[src/irq_pkg.sv]
// Shared constants, encodings and bus carriers for the external and pin-change interrupt block.
package irq_pkg;

  // ****************************************************************
  // Sizes
  // ****************************************************************
  localparam int NUM_EXT_IRQ    = 4;
  localparam int NUM_PC_GROUPS  = 4;
  localparam int PC_GROUP_W     = 8;
  localparam int PADDR_W        = 10;
  localparam int PDATA_W        = 32;
  localparam int REG_IDX_W      = 8;
  localparam int ADDR_LSB       = 2;
  localparam int BYTE_W         = 8;

  // ****************************************************************
  // Register indices (byte address is four times the index)
  // ****************************************************************
  localparam logic [REG_IDX_W-1:0] IDX_PAD_REDIRECT = 8'h1A;
  localparam logic [REG_IDX_W-1:0] IDX_PC_FLAGS     = 8'h1B;
  localparam logic [REG_IDX_W-1:0] IDX_EXT_FLAGS    = 8'h1C;
  localparam logic [REG_IDX_W-1:0] IDX_EXT_ENABLE   = 8'h1D;
  localparam logic [REG_IDX_W-1:0] IDX_PC_GRP_EN    = 8'h68;
  localparam logic [REG_IDX_W-1:0] IDX_SENSE_CTRL   = 8'h69;
  localparam logic [REG_IDX_W-1:0] IDX_PC_MASK0     = 8'h6B;
  localparam logic [REG_IDX_W-1:0] IDX_PC_MASK1     = 8'h6C;
  localparam logic [REG_IDX_W-1:0] IDX_PC_MASK2     = 8'h6D;
  localparam logic [REG_IDX_W-1:0] IDX_GLOBAL_EN    = 8'h70;
  localparam logic [REG_IDX_W-1:0] IDX_PC_MASK3     = 8'h73;
  localparam logic [REG_IDX_W-1:0] IDX_EVT_STATUS   = 8'h74;
  localparam logic [REG_IDX_W-1:0] IDX_EVT_CLEAR    = 8'h75;
  localparam logic [REG_IDX_W-1:0] IDX_EVT_ENABLE   = 8'h76;

  // ****************************************************************
  // Field positions and reset values
  // ****************************************************************
  localparam int              REDIR_SEL2_BIT = 2;
  localparam int              REDIR_SEL3_BIT = 3;
  localparam int              EXT_IRQ2       = 2;
  localparam int              EXT_IRQ3       = 3;
  localparam int              GIE_BIT        = 0;
  localparam int              EVT_PC_LSB     = 4;
  localparam logic [7:0]      RST_BYTE       = 8'h00;
  localparam logic [31:0]     RST_WORD       = 32'h0000_0000;

  // ****************************************************************
  // Encodings
  // ****************************************************************
  typedef enum logic [1:0] {
    SENSE_LOW  = 2'b00,
    SENSE_ANY  = 2'b01,
    SENSE_FALL = 2'b10,
    SENSE_RISE = 2'b11
  } sense_t;

  typedef enum logic [1:0] {
    PH_IDLE   = 2'b01,
    PH_ACCESS = 2'b10
  } apb_phase_t;

  // ****************************************************************
  // APB carriers
  // ****************************************************************
  typedef struct packed {
    logic               psel;
    logic               penable;
    logic               pwrite;
    logic [PADDR_W-1:0] paddr;
    logic [PDATA_W-1:0] pwdata;
  } apb_req_t;

  typedef struct packed {
    logic [PDATA_W-1:0] prdata;
    logic               pready;
    logic               pslverr;
  } apb_rsp_t;

endpackage

[src/ext_sense_detect.sv]
// Sense detector for one external interrupt input: edge events and low-level state.
`timescale 1ns/100ps
`default_nettype none

module ext_sense_detect
  import irq_pkg::*;
(
  input  wire logic   mclk,
  input  wire logic   nrst,
  input  wire logic   level,
  input  wire sense_t sense,
  output logic        edge_hit,
  output logic        low_hit
);

  typedef struct packed {
    logic prev;
    logic primed;
  } det_state_t;

  det_state_t s_r;
  det_state_t s_nxt;
  logic       rise;
  logic       fall;

  // The primed bit keeps the first sample after reset from looking like an edge.
  always_comb begin
    s_nxt        = s_r;
    s_nxt.prev   = level;
    s_nxt.primed = 1'b1;
    rise         = s_r.primed & ~s_r.prev & level;
    fall         = s_r.primed & s_r.prev & ~level;
    case (sense)
      SENSE_ANY:  edge_hit = rise | fall;
      SENSE_FALL: edge_hit = fall;
      SENSE_RISE: edge_hit = rise;
      default:    edge_hit = 1'b0;
    endcase
    low_hit = (sense == SENSE_LOW) & ~level;
  end

  // State register.
  always_ff @(posedge mclk or negedge nrst) begin
    if (!nrst) begin
      s_r <= '0;
    end else begin
      s_r <= s_nxt;
    end
  end

endmodule // ext_sense_detect

`default_nettype wire

[src/pinchg_group_detect.sv]
// Change detector for one group of pin-change inputs with per-pin mask.
`timescale 1ns/100ps
`default_nettype none

module pinchg_group_detect
  import irq_pkg::*;
#(
  parameter int WIDTH = PC_GROUP_W
) (
  input  wire logic             mclk,
  input  wire logic             nrst,
  input  wire logic [WIDTH-1:0] pins,
  input  wire logic [WIDTH-1:0] mask,
  output logic                  change_hit
);

  typedef struct packed {
    logic [WIDTH-1:0] prev;
    logic             primed;
  } grp_state_t;

  grp_state_t s_r;
  grp_state_t s_nxt;

  // Any toggle on a pin whose mask bit is set counts; masked pins are ignored.
  always_comb begin
    s_nxt        = s_r;
    s_nxt.prev   = pins;
    s_nxt.primed = 1'b1;
    change_hit   = s_r.primed & (|((pins ^ s_r.prev) & mask));
  end

  // State register.
  always_ff @(posedge mclk or negedge nrst) begin
    if (!nrst) begin
      s_r <= '0;
    end else begin
      s_r <= s_nxt;
    end
  end

endmodule // pinchg_group_detect

`default_nettype wire

[src/ext_and_pin_change_irq.sv]
// External and pin-change interrupt controller with APB register access.
`timescale 1ns/100ps
`default_nettype none

module ext_and_pin_change_irq
  import irq_pkg::*;
#(
  parameter int N_EXT    = NUM_EXT_IRQ,
  parameter int N_GROUPS = NUM_PC_GROUPS,
  parameter int GRP_W    = PC_GROUP_W
) (
  input  wire logic                      mclk,
  input  wire logic                      nrst,
  input  wire apb_req_t                  apb_req,
  output var  apb_rsp_t                  apb_rsp,
  input  wire logic [N_EXT-1:0]          ext_irq_input,
  input  wire logic                      alt_ext_irq2_pad,
  input  wire logic                      alt_ext_irq3_pad,
  input  wire logic [N_GROUPS*GRP_W-1:0] pinchg_input,
  input  wire logic                      sleep_active,
  input  wire logic [N_EXT-1:0]          ext_irq_ack,
  input  wire logic [N_GROUPS-1:0]       pinchg_ack,
  output logic [N_EXT-1:0]               ext_irq_req,
  output logic [N_GROUPS-1:0]            pinchg_req,
  output logic [N_EXT-1:0]               ext_pad_buffer_en,
  output logic                           irq
);

  // ****************************************************************
  // State
  // ****************************************************************
  typedef struct packed {
    apb_phase_t                      phase;
    logic [PDATA_W-1:0]              prdata;
    logic                            pready;
    logic                            pslverr;
    logic [1:0]                      pad_sel;
    logic [N_EXT-1:0]                ext_flags;
    logic [N_EXT-1:0]                ext_en;
    logic [2*N_EXT-1:0]              sense;
    logic                            gie;
    logic [N_GROUPS-1:0]             pc_flags;
    logic [N_GROUPS-1:0]             pc_en;
    logic [N_GROUPS-1:0][GRP_W-1:0]  pc_mask;
    logic [N_EXT+N_GROUPS-1:0]       evt_status;
    logic [N_EXT+N_GROUPS-1:0]       evt_en;
    logic [N_EXT-1:0]                ext_req;
    logic [N_GROUPS-1:0]             pc_req;
    logic [N_EXT-1:0]                buf_en;
    logic                            irq;
  } irq_state_t;

  irq_state_t            s_r;
  irq_state_t            s_nxt;
  logic [N_EXT-1:0]      ext_level;
  logic [N_EXT-1:0]      ext_edge;
  logic [N_EXT-1:0]      ext_low;
  logic [N_GROUPS-1:0]   pc_change;

  // ****************************************************************
  // Decode helpers
  // ****************************************************************

  // Word index of a byte address; the low two address bits select no register.
  function automatic logic [REG_IDX_W-1:0] reg_index(input logic [PADDR_W-1:0] addr);
    reg_index = addr[ADDR_LSB +: REG_IDX_W];
  endfunction

  // Mask register index for a given group number.
  function automatic logic [REG_IDX_W-1:0] mask_index(input int grp);
    case (grp)
      0:       mask_index = IDX_PC_MASK0;
      1:       mask_index = IDX_PC_MASK1;
      2:       mask_index = IDX_PC_MASK2;
      default: mask_index = IDX_PC_MASK3;
    endcase
  endfunction

  // True for every index that answers without an error.
  function automatic logic is_mapped(input logic [REG_IDX_W-1:0] idx);
    case (idx)
      IDX_PAD_REDIRECT, IDX_PC_FLAGS, IDX_EXT_FLAGS, IDX_EXT_ENABLE,
      IDX_PC_GRP_EN, IDX_SENSE_CTRL, IDX_PC_MASK0, IDX_PC_MASK1,
      IDX_PC_MASK2, IDX_GLOBAL_EN, IDX_PC_MASK3, IDX_EVT_STATUS,
      IDX_EVT_CLEAR, IDX_EVT_ENABLE: is_mapped = 1'b1;
      default:                       is_mapped = 1'b0;
    endcase
  endfunction

  // ****************************************************************
  // Pad selection and detectors
  // ****************************************************************

  // Redirected pads for inputs 2 and 3; a disabled buffer reads as low.
  always_comb begin
    ext_level = ext_irq_input;
    ext_level[EXT_IRQ2] = s_r.pad_sel[0] ? alt_ext_irq2_pad : ext_irq_input[EXT_IRQ2];
    ext_level[EXT_IRQ3] = s_r.pad_sel[1] ? alt_ext_irq3_pad : ext_irq_input[EXT_IRQ3];
    ext_level = ext_level & s_r.buf_en;
  end

  // One sense detector per external input.
  generate
    for (genvar n = 0; n < N_EXT; n++) begin : g_ext
      ext_sense_detect u_det (
        .mclk     (mclk),
        .nrst     (nrst),
        .level    (ext_level[n]),
        .sense    (sense_t'(s_r.sense[2*n +: 2])),
        .edge_hit (ext_edge[n]),
        .low_hit  (ext_low[n])
      );
    end
  endgenerate

  // One change detector per pin group; mclk is never gated here, so wake-up works in sleep.
  generate
    for (genvar g = 0; g < N_GROUPS; g++) begin : g_grp
      pinchg_group_detect #(
        .WIDTH (GRP_W)
      ) u_det (
        .mclk       (mclk),
        .nrst       (nrst),
        .pins       (pinchg_input[g*GRP_W +: GRP_W]),
        .mask       (s_r.pc_mask[g]),
        .change_hit (pc_change[g])
      );
    end
  endgenerate

  // ****************************************************************
  // Next-state logic
  // ****************************************************************

  // Bus handling, flag updates and request generation in one place, so that every
  // clear and set of the same flag meet in a single expression.
  always_comb begin
    logic [REG_IDX_W-1:0]      idx;
    logic                      wr;
    logic [BYTE_W-1:0]         wd;
    logic [N_EXT-1:0]          level_mode;
    logic [N_EXT-1:0]          ext_set;
    logic [N_EXT-1:0]          ext_clr;
    logic [N_GROUPS-1:0]       pc_clr;
    logic [N_EXT+N_GROUPS-1:0] evt_set;
    logic [N_EXT+N_GROUPS-1:0] evt_clr;
    logic [BYTE_W-1:0]         rd;
    idx        = reg_index(apb_req.paddr);
    wr         = 1'b0;
    wd         = apb_req.pwdata[BYTE_W-1:0];
    level_mode = '0;
    evt_clr    = '0;
    ext_clr    = '0;
    pc_clr     = '0;
    ext_set    = '0;
    evt_set    = '0;
    rd         = RST_BYTE;
    s_nxt      = s_r;

    // APB phases: read data is captured in the setup cycle, write data in the access cycle, which completes at once.
    case (s_r.phase)
      PH_IDLE: begin
        if (apb_req.psel && !apb_req.penable) begin
          case (idx)
            IDX_PAD_REDIRECT: rd[REDIR_SEL3_BIT:REDIR_SEL2_BIT] = s_r.pad_sel;
            IDX_PC_FLAGS:     rd[N_GROUPS-1:0] = s_r.pc_flags;
            IDX_EXT_FLAGS:    rd[N_EXT-1:0] = s_r.ext_flags;
            IDX_EXT_ENABLE:   rd[N_EXT-1:0] = s_r.ext_en;
            IDX_PC_GRP_EN:    rd[N_GROUPS-1:0] = s_r.pc_en;
            IDX_SENSE_CTRL:   rd = s_r.sense;
            IDX_PC_MASK0:     rd = s_r.pc_mask[0];
            IDX_PC_MASK1:     rd = s_r.pc_mask[1];
            IDX_PC_MASK2:     rd = s_r.pc_mask[2];
            IDX_PC_MASK3:     rd = s_r.pc_mask[3];
            IDX_GLOBAL_EN:    rd[GIE_BIT] = s_r.gie;
            IDX_EVT_STATUS:   rd = s_r.evt_status;
            IDX_EVT_ENABLE:   rd = s_r.evt_en;
            default:          rd = RST_BYTE;
          endcase
          s_nxt.prdata  = apb_req.pwrite ? RST_WORD : {{(PDATA_W-BYTE_W){1'b0}}, rd};
          s_nxt.pslverr = ~is_mapped(idx);
          s_nxt.pready  = 1'b1;
          s_nxt.phase   = PH_ACCESS;
        end
      end
      PH_ACCESS: begin
        if (apb_req.psel && apb_req.penable) begin
          wr            = apb_req.pwrite & ~s_r.pslverr;
          s_nxt.pready  = 1'b0;
          s_nxt.pslverr = 1'b0;
          s_nxt.phase   = PH_IDLE;
        end
      end
      default: begin
        s_nxt.pready = 1'b0;
        s_nxt.phase  = PH_IDLE;
      end
    endcase

    // Register writes: control registers load, flag and clear registers clear the bits written as one; reserved bits are dropped on write.
    if (wr) begin
      case (idx)
        IDX_PAD_REDIRECT: s_nxt.pad_sel = wd[REDIR_SEL3_BIT:REDIR_SEL2_BIT];
        IDX_EXT_ENABLE:   s_nxt.ext_en = wd[N_EXT-1:0];
        IDX_PC_GRP_EN:    s_nxt.pc_en = wd[N_GROUPS-1:0];
        IDX_SENSE_CTRL:   s_nxt.sense = wd;
        IDX_GLOBAL_EN:    s_nxt.gie = wd[GIE_BIT];
        IDX_EXT_FLAGS:    ext_clr = wd[N_EXT-1:0];
        IDX_PC_FLAGS:     pc_clr = wd[N_GROUPS-1:0];
        IDX_EVT_CLEAR:    evt_clr = wd;
        IDX_EVT_ENABLE:   s_nxt.evt_en = wd;
        default:          s_nxt.gie = s_r.gie;
      endcase
      for (int g = 0; g < N_GROUPS; g++) begin
        if (idx == mask_index(g)) begin
          s_nxt.pc_mask[g] = wd;
        end
      end
    end

    // External flags: level mode never holds a flag, edges set it, set beats clear.
    for (int n = 0; n < N_EXT; n++) begin
      level_mode[n] = (sense_t'(s_r.sense[2*n +: 2]) == SENSE_LOW);
    end
    ext_set         = ext_edge & ~level_mode;
    ext_clr         = ext_clr | ext_irq_ack;
    s_nxt.ext_flags = ((s_r.ext_flags & ~ext_clr) | ext_set) & ~level_mode;

    // External requests: flag or live low level, gated by own and global enable.
    s_nxt.ext_req = (s_nxt.ext_flags | (level_mode & ext_low))
                    & s_nxt.ext_en & {N_EXT{s_nxt.gie}};

    // Sleep turns off the buffers of disabled external inputs.
    s_nxt.buf_en = ~({N_EXT{sleep_active}} & ~s_nxt.ext_en);

    // Group flags set on any unmasked change regardless of the group enable.
    pc_clr         = pc_clr | pinchg_ack;
    s_nxt.pc_flags = (s_r.pc_flags & ~pc_clr) | pc_change;
    s_nxt.pc_req   = s_nxt.pc_flags & s_nxt.pc_en & {N_GROUPS{s_nxt.gie}};

    // Sticky event status behind the summary interrupt line.
    evt_set          = {pc_change, ext_set | (level_mode & ext_low & s_r.ext_en)};
    s_nxt.evt_status = (s_r.evt_status & ~evt_clr) | evt_set;
    s_nxt.irq        = |(s_nxt.evt_status & s_nxt.evt_en);
  end

  // ****************************************************************
  // State register
  // ****************************************************************

  // All control state resets to zero; buffers come up enabled so pads are seen at once.
  always_ff @(posedge mclk or negedge nrst) begin
    if (!nrst) begin
      s_r        <= '0;
      s_r.phase  <= PH_IDLE;
      s_r.buf_en <= '1;
    end else begin
      s_r <= s_nxt;
    end
  end

  // ****************************************************************
  // Outputs
  // ****************************************************************

  // Every output is a flip-flop of the state record.
  assign apb_rsp.prdata    = s_r.prdata;
  assign apb_rsp.pready    = s_r.pready;
  assign apb_rsp.pslverr   = s_r.pslverr;
  assign ext_irq_req       = s_r.ext_req;
  assign pinchg_req        = s_r.pc_req;
  assign ext_pad_buffer_en = s_r.buf_en;
  assign irq               = s_r.irq;

endmodule // ext_and_pin_change_irq

`default_nettype wire

[config.mk]
export PLATFORM = sky130hd
export DESIGN_NAME = ext_and_pin_change_irq
export DESIGN_NICKNAME = d
export VERILOG_FILES = /design/src/irq_pkg.sv /design/src/ext_sense_detect.sv /design/src/pinchg_group_detect.sv /design/src/ext_and_pin_change_irq.sv
export SDC_FILE = /design/constraint.sdc
export NUM_CORES = 1
export LEC_CHECK = 0
export BUFFER_PORTS_ARGS = -buffer_cell sky130_fd_sc_hd__buf_2
export CORE_MARGIN = 1.5
export CORE_UTILIZATION = 35
export CTS_CLUSTER_DIAMETER = 100
export DETAILED_ROUTE_END_ITERATION = 12
export PLACE_DENSITY = 0.56
export SLEW_MARGIN = 20
export SYNTH_ARGS = -nofsm -noshare
export SYNTH_HDL_FRONTEND = slang
export SYNTH_HIERARCHICAL = 1
export SYNTH_SLANG_ARGS = --single-unit
[constraint.sdc]
create_clock -name mclk -period 2.3 [get_ports mclk]
set_input_delay 0.23 -clock mclk [delete_from_list [all_inputs] [get_ports mclk]]
set_output_delay 0.23 -clock mclk [all_outputs]
set_load 0.02 [all_outputs]
After elaboration in Yosys (flattened, before gate mapping). Index checks and enable logic that the tools add are counted.

Register bits after elaboration: 161. Bits of input ports: 94. Output and inout bits: 47. Word-level logic and storage cells: 205.

Eq/ne operators: 34. Mux-type cells: 44. Bitwise gates (word level): 74. Reductions and logical operators: 23.

Operator list (count): $mux W8 (14); $eq A8 B7 Y1 const B (10); $mux W36 (2); $and A4 B4 Y4 (12); $and A8 B8 Y8 (6); $reduce_or A8 Y1 (5); $eq A8 B5 Y1 const B (4); $eq A8 B8 Y1 (4); $xor A8 B8 Y8 (4); $pmux W4 S7 (1); $and A1 B1 Y1 (25); $mux W4 (6); $or A4 B4 Y4 (6); $pmux W2 S12 (1); $not A4 Y4 (5); $eq A2 B2 Y1 const B (9); $reduce_and A2 Y1 (8); $reduce_or A14 Y1 (1); $mux W13 (1); $pmux W1 S12 (1); $pmux W1 S3 (4); $pmux W1 S11 (1); $eq A2 B1 Y1 const B (5); $not A1 Y1 (10); 13 further kinds (30).

Longest topological paths before layout. Gate-level depths: netlist of the first run.

Word-level depth: 13. Gate-level depth with buffers: 9. Depth with buffers taken out: 9.

Modules after synthesis. The synthesis of the first run kept the hierarchy.

Modules (own cells, without submodules): ext_and_pin_change_irq (times used 1, cells an instance 483, area each 5355.1 µm², sequential area each 2483.6 µm²); pinchg_group_detect (times used 4, cells an instance 24, area each 341.6 µm², sequential area each 225.2 µm²); ext_sense_detect (times used 4, cells an instance 8, area each 102.6 µm², sequential area each 50.0 µm²).

Least setup slack after synthesis of the first run. Ideal clock, no wire load.

Path kind: register to register. From: register s_r (netlist bit ext_pad_buffer_en[3]). To: register s_r (netlist bit irq). Setup time: 0.135 ns. Arrival time: 1.929 ns. Data required time: 2.165 ns. Slack: 0.236 ns. Cell stages (with the launch flop): 9. Buffers on the path: 0. Clock period less this slack: 2.064 ns. Cell sequence: dfstp_2 nor2b_1 and4bb_1 o31a_1 o21a_1 a311oi_1 a31oi_1 a22oi_1 nand4_1.

RTL lines: from (decl) (line ext_and_pin_change_irq.sv:53) `irq_state_t s_r;`; from (signal assigned) (line ext_and_pin_change_irq.sv:258) `s_r <= s_nxt;`.

==> results.sh, run 1 <==
export IMPL_synth_edf_count=0
export IMPL_antenna_found_initial=0
export IMPL_root_buffer="clkbuf_16"
export IMPL_synthesis_area_um2=7130
export IMPL_fin_setup_tns_ns=0
export IMPL_tightest_slew_ns=0.732
export IMPL_drv_slew=0
export IMPL_initial_core_util_pct=35.5
export IMPL_worst_slew_margin_rel_pct=50.5
export IMPL_drive_above_1_share_pct=34.4
export IMPL_vdd_ir_drop_worst_mv=0.482
export IMPL_finalHoldViolCount=0
export IMPL_ys_seq_elements=143
export IMPL_area_delta_synth_final_pct=25.5
export IMPL_fin_nets=854
export IMPL_antenna_left=0
export IMPL_utilization_pct=44.5
export IMPL_place_congestion=0.897
export IMPL_fp_dieH_um=146
export IMPL_cts_buffers_inserted=17
export IMPL_yosysWarnings=6
export IMPL_worst_ep_required_time_ns=2.60
export IMPL_die_w_um=146
export IMPL_worst_slack_ns=0.0393
export IMPL_min_from="apb_req[43]"
export IMPL_firstDrtPassIters=5
export IMPL_synth_avg_cell_area_um2=11.7
export IMPL_boundaryPins=141
export IMPL_clock_path_buffers=2
export IMPL_min_path_type="input port to flop"
export IMPL_dp_final_hpwl_um=14900
export IMPL_synthSimpleGateAreaFrac_pct=12.7
export IMPL_grt_ovfl_total=0
export IMPL_p_leak_nw=4.29
export IMPL_async_reset_ff_share_pct=100
export IMPL_yosysSeqAreaShare_pct=50.3
export IMPL_synth_fa_ha_area_share_pct=0
export IMPL_crit_path_end_kind="flop"
export IMPL_crit_type="flop to flop"
export IMPL_fmax_mhz=442
export IMPL_min_period_ns=2.26
export IMPL_syn_inst=611
export IMPL_synthXorXnorAreaFrac_pct=3.93
export IMPL_crit_reg2reg_launch="s_r[86]$_DFFE_PN0P_"
export IMPL_first_global_vias=5507
export IMPL_clk_pin_slew_ns=0.06
export IMPL_diodes=0
export IMPL_layout_commonest_cell="dfrtp_1"
export IMPL_route_detailed_drc=0
export IMPL_cp_arrival_ns=2.56
export IMPL_pre_cts_slack_ns=-0.0409
export IMPL_final_cell_mix="dfrtp_1 (137), buf_2 (89), mux2_2 (60)"
export IMPL_grt_usage_pct=19.8
export IMPL_cp_start_kind="flop"
export IMPL_rows=52
export IMPL_dieArea_um2=21200
export IMPL_detail_route_wl_per_cell_um=19.5
export IMPL_crit_fanout=3
export IMPL_grt_max_degree=54
export IMPL_startpoint="s_r[86]$_DFFE_PN0P_"
export IMPL_outcome="finished clean"
export IMPL_synth_compound_area_share_pct=12.9
export IMPL_design_core_area_um2=20100
export IMPL_pwr_density_cell_nw_per_um2=661
export IMPL_synth_flop_cell="dfrtp_1"
export IMPL_port_buffers=90
export IMPL_cts_sinks=143
export IMPL_final_setup_viol_count=0
export IMPL_period_share_pct=98.3
export IMPL_ys_types=66
export IMPL_cts_tree="built"
export IMPL_vias_per_cell=5.23
export IMPL_maxCapViolCount=0
export IMPL_vias=5460
export IMPL_rsz0062_at_grt="true"
export IMPL_h_tree_depth=4
export IMPL_skew_ns=0.00615
export IMPL_holdWs_ns=0.0720
export IMPL_synth_top_family_by_area="compound AO/OA/AOI/OAI gates"
export IMPL_drt_total_wl_um=20300
export IMPL_grt_pass1_wl_um=31500
export IMPL_drtIter0Drc=386
export IMPL_clock_latency_ns=0.43
export IMPL_synthMuxAreaShare_pct=12.3
flip-flops by register name (all words and copies together) (netlist names):
| register | flops |
|---|---|
| ext_irq_req | 4 |
| irq | 1 |
| g_grp.u_det/s_r | 36 |
| g_ext.u_det/s_r | 8 |
| ext_pad_buffer_en | 4 |
| pinchg_req | 4 |
| s_r | 77 |
| apb_rsp | 9 |
logic make-up (layout without fill, tap and decap cells):
kind of cell,after synthesis,in the layout
multiplexers,80,80
XOR/XNOR,32,32
other,9,32
AND/OR/NAND/NOR,135,135
AO/OA/AOI/OAI,121,121
flip-flops,143,143
buffers and inverters,91,230
synthesized netlist by cell type, drive strengths merged (3+ instances only):
master | number | area [um^2]
a21oi | 6 | 30.0
a22o | 10 | 87.6
a22oi | 30 | 225
a311oi | 8 | 70.1
a31o | 5 | 43.8
a31oi | 16 | 100
a32oi | 4 | 35.0
a41oi | 4 | 35.0
and2 | 7 | 43.8
and3 | 3 | 18.8
and3b | 8 | 75.1
and4bb | 8 | 100
buf | 57 | 398
clkbuf | 8 | 30.0
conb | 9 | 33.8
dfrtp | 138 | 3450
dfstp | 5 | 131
inv | 26 | 97.6
mux2 | 60 | 676
mux2i | 20 | 204
nand2 | 17 | 63.8
nand3 | 14 | 75.1
nand4 | 4 | 25.0
nand4bb | 3 | 33.8
nor2 | 23 | 93.8
nor2b | 7 | 43.8
nor3 | 15 | 85.1
nor3b | 6 | 45.0
nor4 | 8 | 80.1
o211ai | 3 | 22.5
o21a | 5 | 37.5
o21ai | 6 | 30.0
o22ai | 3 | 18.8
o31a | 5 | 43.8
o32a | 5 | 50.1
xor2 | 32 | 280
metrics by stage:
stage / cell area (um^2) / total power [mW] / std cells
after detailed placement: 7950 / 3.12 / 972
after global placement: 7950 / 3.11 / 972
after floorplan: 7220 / 2.92 / 634
final: 8950 / 5.92 / 1043
after CTS: 8900 / 5.98 / 1038
after global routing: 8950 / 6.15 / 1043
layer usage:
metal	global-route usage (%)	share of wire, %
met1	27.0	45
met3	4.17	5.4
met5	0	0
met2	31.3	47
met4	6.73	2.2
worst max-delay path: stages (launching register included):
cell and delay (ns):
dfrtp_2 0.44, mux2i_2 0.24, nor2b_2 0.07, buf_4 0.14, and3b_2 0.18, o31a_1 0.30
o21a_1 0.14, a31oi_1 0.15, a31oi_1 0.13, a22oi_1 0.22, nand4_1 0.12
worst paths after layout:
path                                              endpoint  slack [ns]  cells past startpoint
setup / recovery                             irq$_DFF_PN0_        0.04                     10
hold / removal                        s_r[123]$_DFFE_PN0P_        0.07                      2
setup reg to reg                             irq$_DFF_PN0_        0.04                     10
hold reg to reg                     apb_rsp[9]$_DFFE_PN0P_        0.50                      1
max in group asynchronous  g_grp[2].u_det/s_r[1]$_DFF_PN0_        1.26                      3
min in group asynchronous          pinchg_req[1]$_DFF_PN0_        0.31                      2
where the power goes:
group	internal, mW	leakage [nW]	switching, mW
registers	2.58	1.88	0.0330
clock network	1.67	0.288	1.12
logic	0.197	2.13	0.313
total	4.45	4.29	1.47
final cells by class:
type / count / area [um^2]
fill: 1911 / 11200
sequential: 143 / 3590
multi-input combinational: 400 / 3130
timing repair buffer: 172 / 1190
clock buffer: 19 / 453
tap: 270 / 338
clock inverter: 13 / 155
inverter: 26 / 97.6
repair_timing:
item | in CTS | in global routing
pin swaps | 0 | 9
endpoints found under the hold margin | 74 | 0
resized for setup | 2 | 4
buffers inserted | 0 | 5
endpoints found under the setup margin | 1 | 1
hold buffers | 34 | 0
No activity file was read; power rests on OpenSTA's default activity.
==> inputs of run 2 (changes only) <==
- ABC_AREA: not set -> 1
- BUFFER_PORTS_ARGS: -buffer_cell sky130_fd_sc_hd__buf_2 -> not set
- DONT_BUFFER_PORTS: not set -> 1
- PLACE_DENSITY: 0.56 -> 0.5
==> run 2 against run 1 <==
Net effect:
- the run now ends with hold timing left
- die area increased by 2.2%
- power is 2.4% lower
- sequential share of layout area rose by 2.8 points
- global-route usage down 1.1 points
- first-iteration DRC count is 21% higher
- via count grew 7.0%
- critical endpoint is now ext_irq_req[1]$_DFF_PN0_
- largest cell class unchanged
- highest routed layer unchanged
==> results.sh, run 2 <==
export IMPL_cts_sinks=143
export IMPL_synthesis_area_um2=7290
export IMPL_cts_hold_buf=39
export IMPL_slowest_stage="dfrtp_1"
export IMPL_synth_fa_ha_area_share_pct=0
export IMPL_die_w_um=147
export IMPL_largest_reg_flops=77
export IMPL_crit_type="flop to flop"
export IMPL_syn_inst=965
export IMPL_r2r_setup_slack_ns=0.34
export IMPL_path_cells="nor2_1 -> nand2_1 -> nor2_8 -> nand3_4 -> o21ai_0 -> nand2_1 -> nor2_1"
export IMPL_antenna_found_initial=0
export IMPL_dp_final_hpwl_um=13800
export IMPL_yosysWarnings=6
export IMPL_vdd_ir_drop_worst_mv=0.385
export IMPL_detail_route_wl_per_cell_um=15.2
export IMPL_fin_setup_tns_ns=0
export IMPL_port_buffers=0
export IMPL_p_clk_share_pct=49.6
export IMPL_finalHoldViolCount=143
export IMPL_layout_commonest_cell="nand2_1"
export IMPL_synthXorXnorAreaFrac_pct=0
export IMPL_yosysSeqAreaShare_pct=49.2
export IMPL_clk_pin_slew_ns=0.06
export IMPL_cts_tree="built"
export IMPL_drtIter0Drc=468
export IMPL_clock_latency_ns=0.42
export IMPL_postCtsSetupBuffers=0
export IMPL_clock_path_buffers=2
export IMPL_synthDominantCellAreaShare_pct=47.4
export IMPL_drv_slew=0
export IMPL_tightest_slew_ns=0.585
export IMPL_comb_power_share_pct=5.0
export IMPL_worst_slew_margin_rel_pct=61.0
export IMPL_period_share_pct=85.4
export IMPL_rows=52
export IMPL_skew_ns=0.00889
export IMPL_grt_usage_pct=18.7
export IMPL_route_detailed_drc=0
export IMPL_synth_top_family_by_area="simple AND/OR/NAND/NOR gates"
export IMPL_design_core_area_um2=20400
export IMPL_h_tree_depth=4
export IMPL_final_setup_viol_count=0
export IMPL_synthMuxAreaShare_pct=0
export IMPL_cp_arrival_ns=2.32
export IMPL_holdWs_ns=-0.499
export IMPL_crit_path_max_incr_delay_ns=0.48
export IMPL_violations="hold timing"
export IMPL_min_path_type="input port to asynchronous set/reset pin"
export IMPL_async_reset_ff_share_pct=100
export IMPL_ys_top_cells_by_area="dfrtp_1 (47%), nand2_1 (15%), nand3_1 (7.2%), inv_1 (7.1%), o21ai_0 (5.1%)"
export IMPL_crit_path_end_kind="flop"
export IMPL_first_global_vias=5619
export IMPL_fmax_mhz=509
export IMPL_total_power_mw=5.78
export IMPL_vias_per_cell=4.57
export IMPL_maxCapViolCount=0
export IMPL_intPower_mw=4.43
export IMPL_initial_core_util_pct=35.8
export IMPL_vias=5841
export IMPL_root_buffer="clkbuf_16"
export IMPL_synth_edf_count=0
export IMPL_synth_compound_area_share_pct=6.54
export IMPL_final_cell_mix="nand2_1 (299), dfrtp_1 (138), inv_1 (137)"
export IMPL_synth_top_area_cell="dfrtp_1"
export IMPL_firstDrtPassIters=5
export IMPL_synthTopCellsByCount="nand2_1 (299), dfrtp_1 (138), inv_1 (137)"
export IMPL_ys_types=30
export IMPL_cp_start_kind="flop"
export IMPL_p_leak_nw=4.39
export IMPL_crit_fanout=19
export IMPL_switching_share_pct=23.3
export IMPL_fin_nets=1088
export IMPL_grt_max_degree=144
export IMPL_seq_power_share_pct=45.5
export IMPL_top_register="s_r"
export IMPL_yosysMostFrequentCell="nand2_1"
export IMPL_synth_avg_cell_area_um2=7.56
export IMPL_grt_ovfl_total=0
export IMPL_post_cts_resized=0
export IMPL_drt_total_wl_um=19300
export IMPL_outcome="finished, violations left"
export IMPL_pwr_density_cell_nw_per_um2=692
export IMPL_dieArea_um2=21700
export IMPL_diodes=0
export IMPL_grt_pass1_wl_um=30700
export IMPL_fp_dieH_um=147
export IMPL_place_congestion=0.827
export IMPL_antenna_left=0
export IMPL_cts_buffers_inserted=17
export IMPL_rsz0062_at_grt="false"
export IMPL_boundaryPins=141
export IMPL_ys_seq_elements=143
export IMPL_worst_ep_required_time_ns=2.65
export IMPL_drive_above_1_share_pct=6.45
export IMPL_synthSimpleGateAreaFrac_pct=30.7
export IMPL_power_switching_mw=1.35
export IMPL_min_period_ns=1.96
export IMPL_area_delta_synth_final_pct=14.6
export IMPL_synth_flop_cell="dfrtp_1"
-- run 2: cell count changes in the layout (fill, tap and decap cells not counted), sizes merged, moves of 20 or more --
cell / delta
nand3: +93
o21ai: +76
mux2: -60
nand2: +285
xor2: -32
mux2i: -20
nor2: +58
buf: -128
inv: +115
a22oi: -30
-- run 2: metrics by stage --
step	utilization [%]	instances	worst slack (ns)	hold slack [ns]	cell area, um^2
finish	41.0	1277	0.335	-0.499	8360
floorplan	-	988	0.749	-0.0656	7380
CTS	41.0	1277	0.294	-0.512	8360
detailed placement	36.2	1206	0.302	-0.0597	7360
global placement	36.2	1206	0.329	-0.0580	7360
global route	41.0	1277	0.0718	-0.521	8360
-- run 2: layout make-up --
cell class | instances | area (um^2)
Fill cell | 2123 | 12000
Inverter | 141 | 529
Tap cell | 270 | 338
Multi-Input combinational cell | 642 | 2840
Timing Repair Buffer | 49 | 465
Sequential cell | 143 | 3580
Clock inverter | 11 | 156
Clock buffer | 21 | 450
-- run 2: kinds of logic (layout without fill, tap and decap cells) --
group / count (synthesis) / in the layout
simple gates: 517 / 517
buf+inv: 203 / 222
flops: 143 / 143
compound gates: 93 / 93
other cells: 9 / 32
-- run 2: worst max-delay path: cells and delay by family (launching register included) --
family             cells  cell delay, ns
and+or+nand+nor        6            1.06
DFF                    1            0.48
AOI/OAI and AO/OA      1            0.36
-- run 2: power by group through the flow --
stage	clock network (mW)	logic, mW	registers [mW]
after floorplan	0	0.241	2.65
after global placement	0	0.233	2.67
after detailed placement	0	0.234	2.67
after CTS	2.94	0.290	2.63
after global routing	3.06	0.327	2.63
final	2.87	0.288	2.63
-- run 2: worst paths after layout --
check / start / to / cells after the start
min: nrst / g_grp[1].u_det/s_r[7]$_DFF_PN0_ / 0
min reg2reg: s_r[68]$_DFF_PN0_ / s_r[68]$_DFF_PN0_ / 2
min in group mclk: apb_req[5] / s_r[26]$_DFF_PN0_ / 3
max reg2reg: apb_rsp[0]$_DFFE_PN0P_ / ext_irq_req[1]$_DFF_PN0_ / 7
max: apb_rsp[0]$_DFFE_PN0P_ / ext_irq_req[1]$_DFF_PN0_ / 7
max in group asynchronous: nrst / s_r[122]$_DFFE_PN1P_ / 0
-- run 2: metal layers --
layer  track usage (%)  part of all wire, %  vias to the layer above
li1                  -                    -                     2999
met1              26.0                   48                     2697
met2              28.1                   44                      126
met3              5.25                  5.6                       19
met4              5.50                  1.6                        0
met5                 0                    0                        -
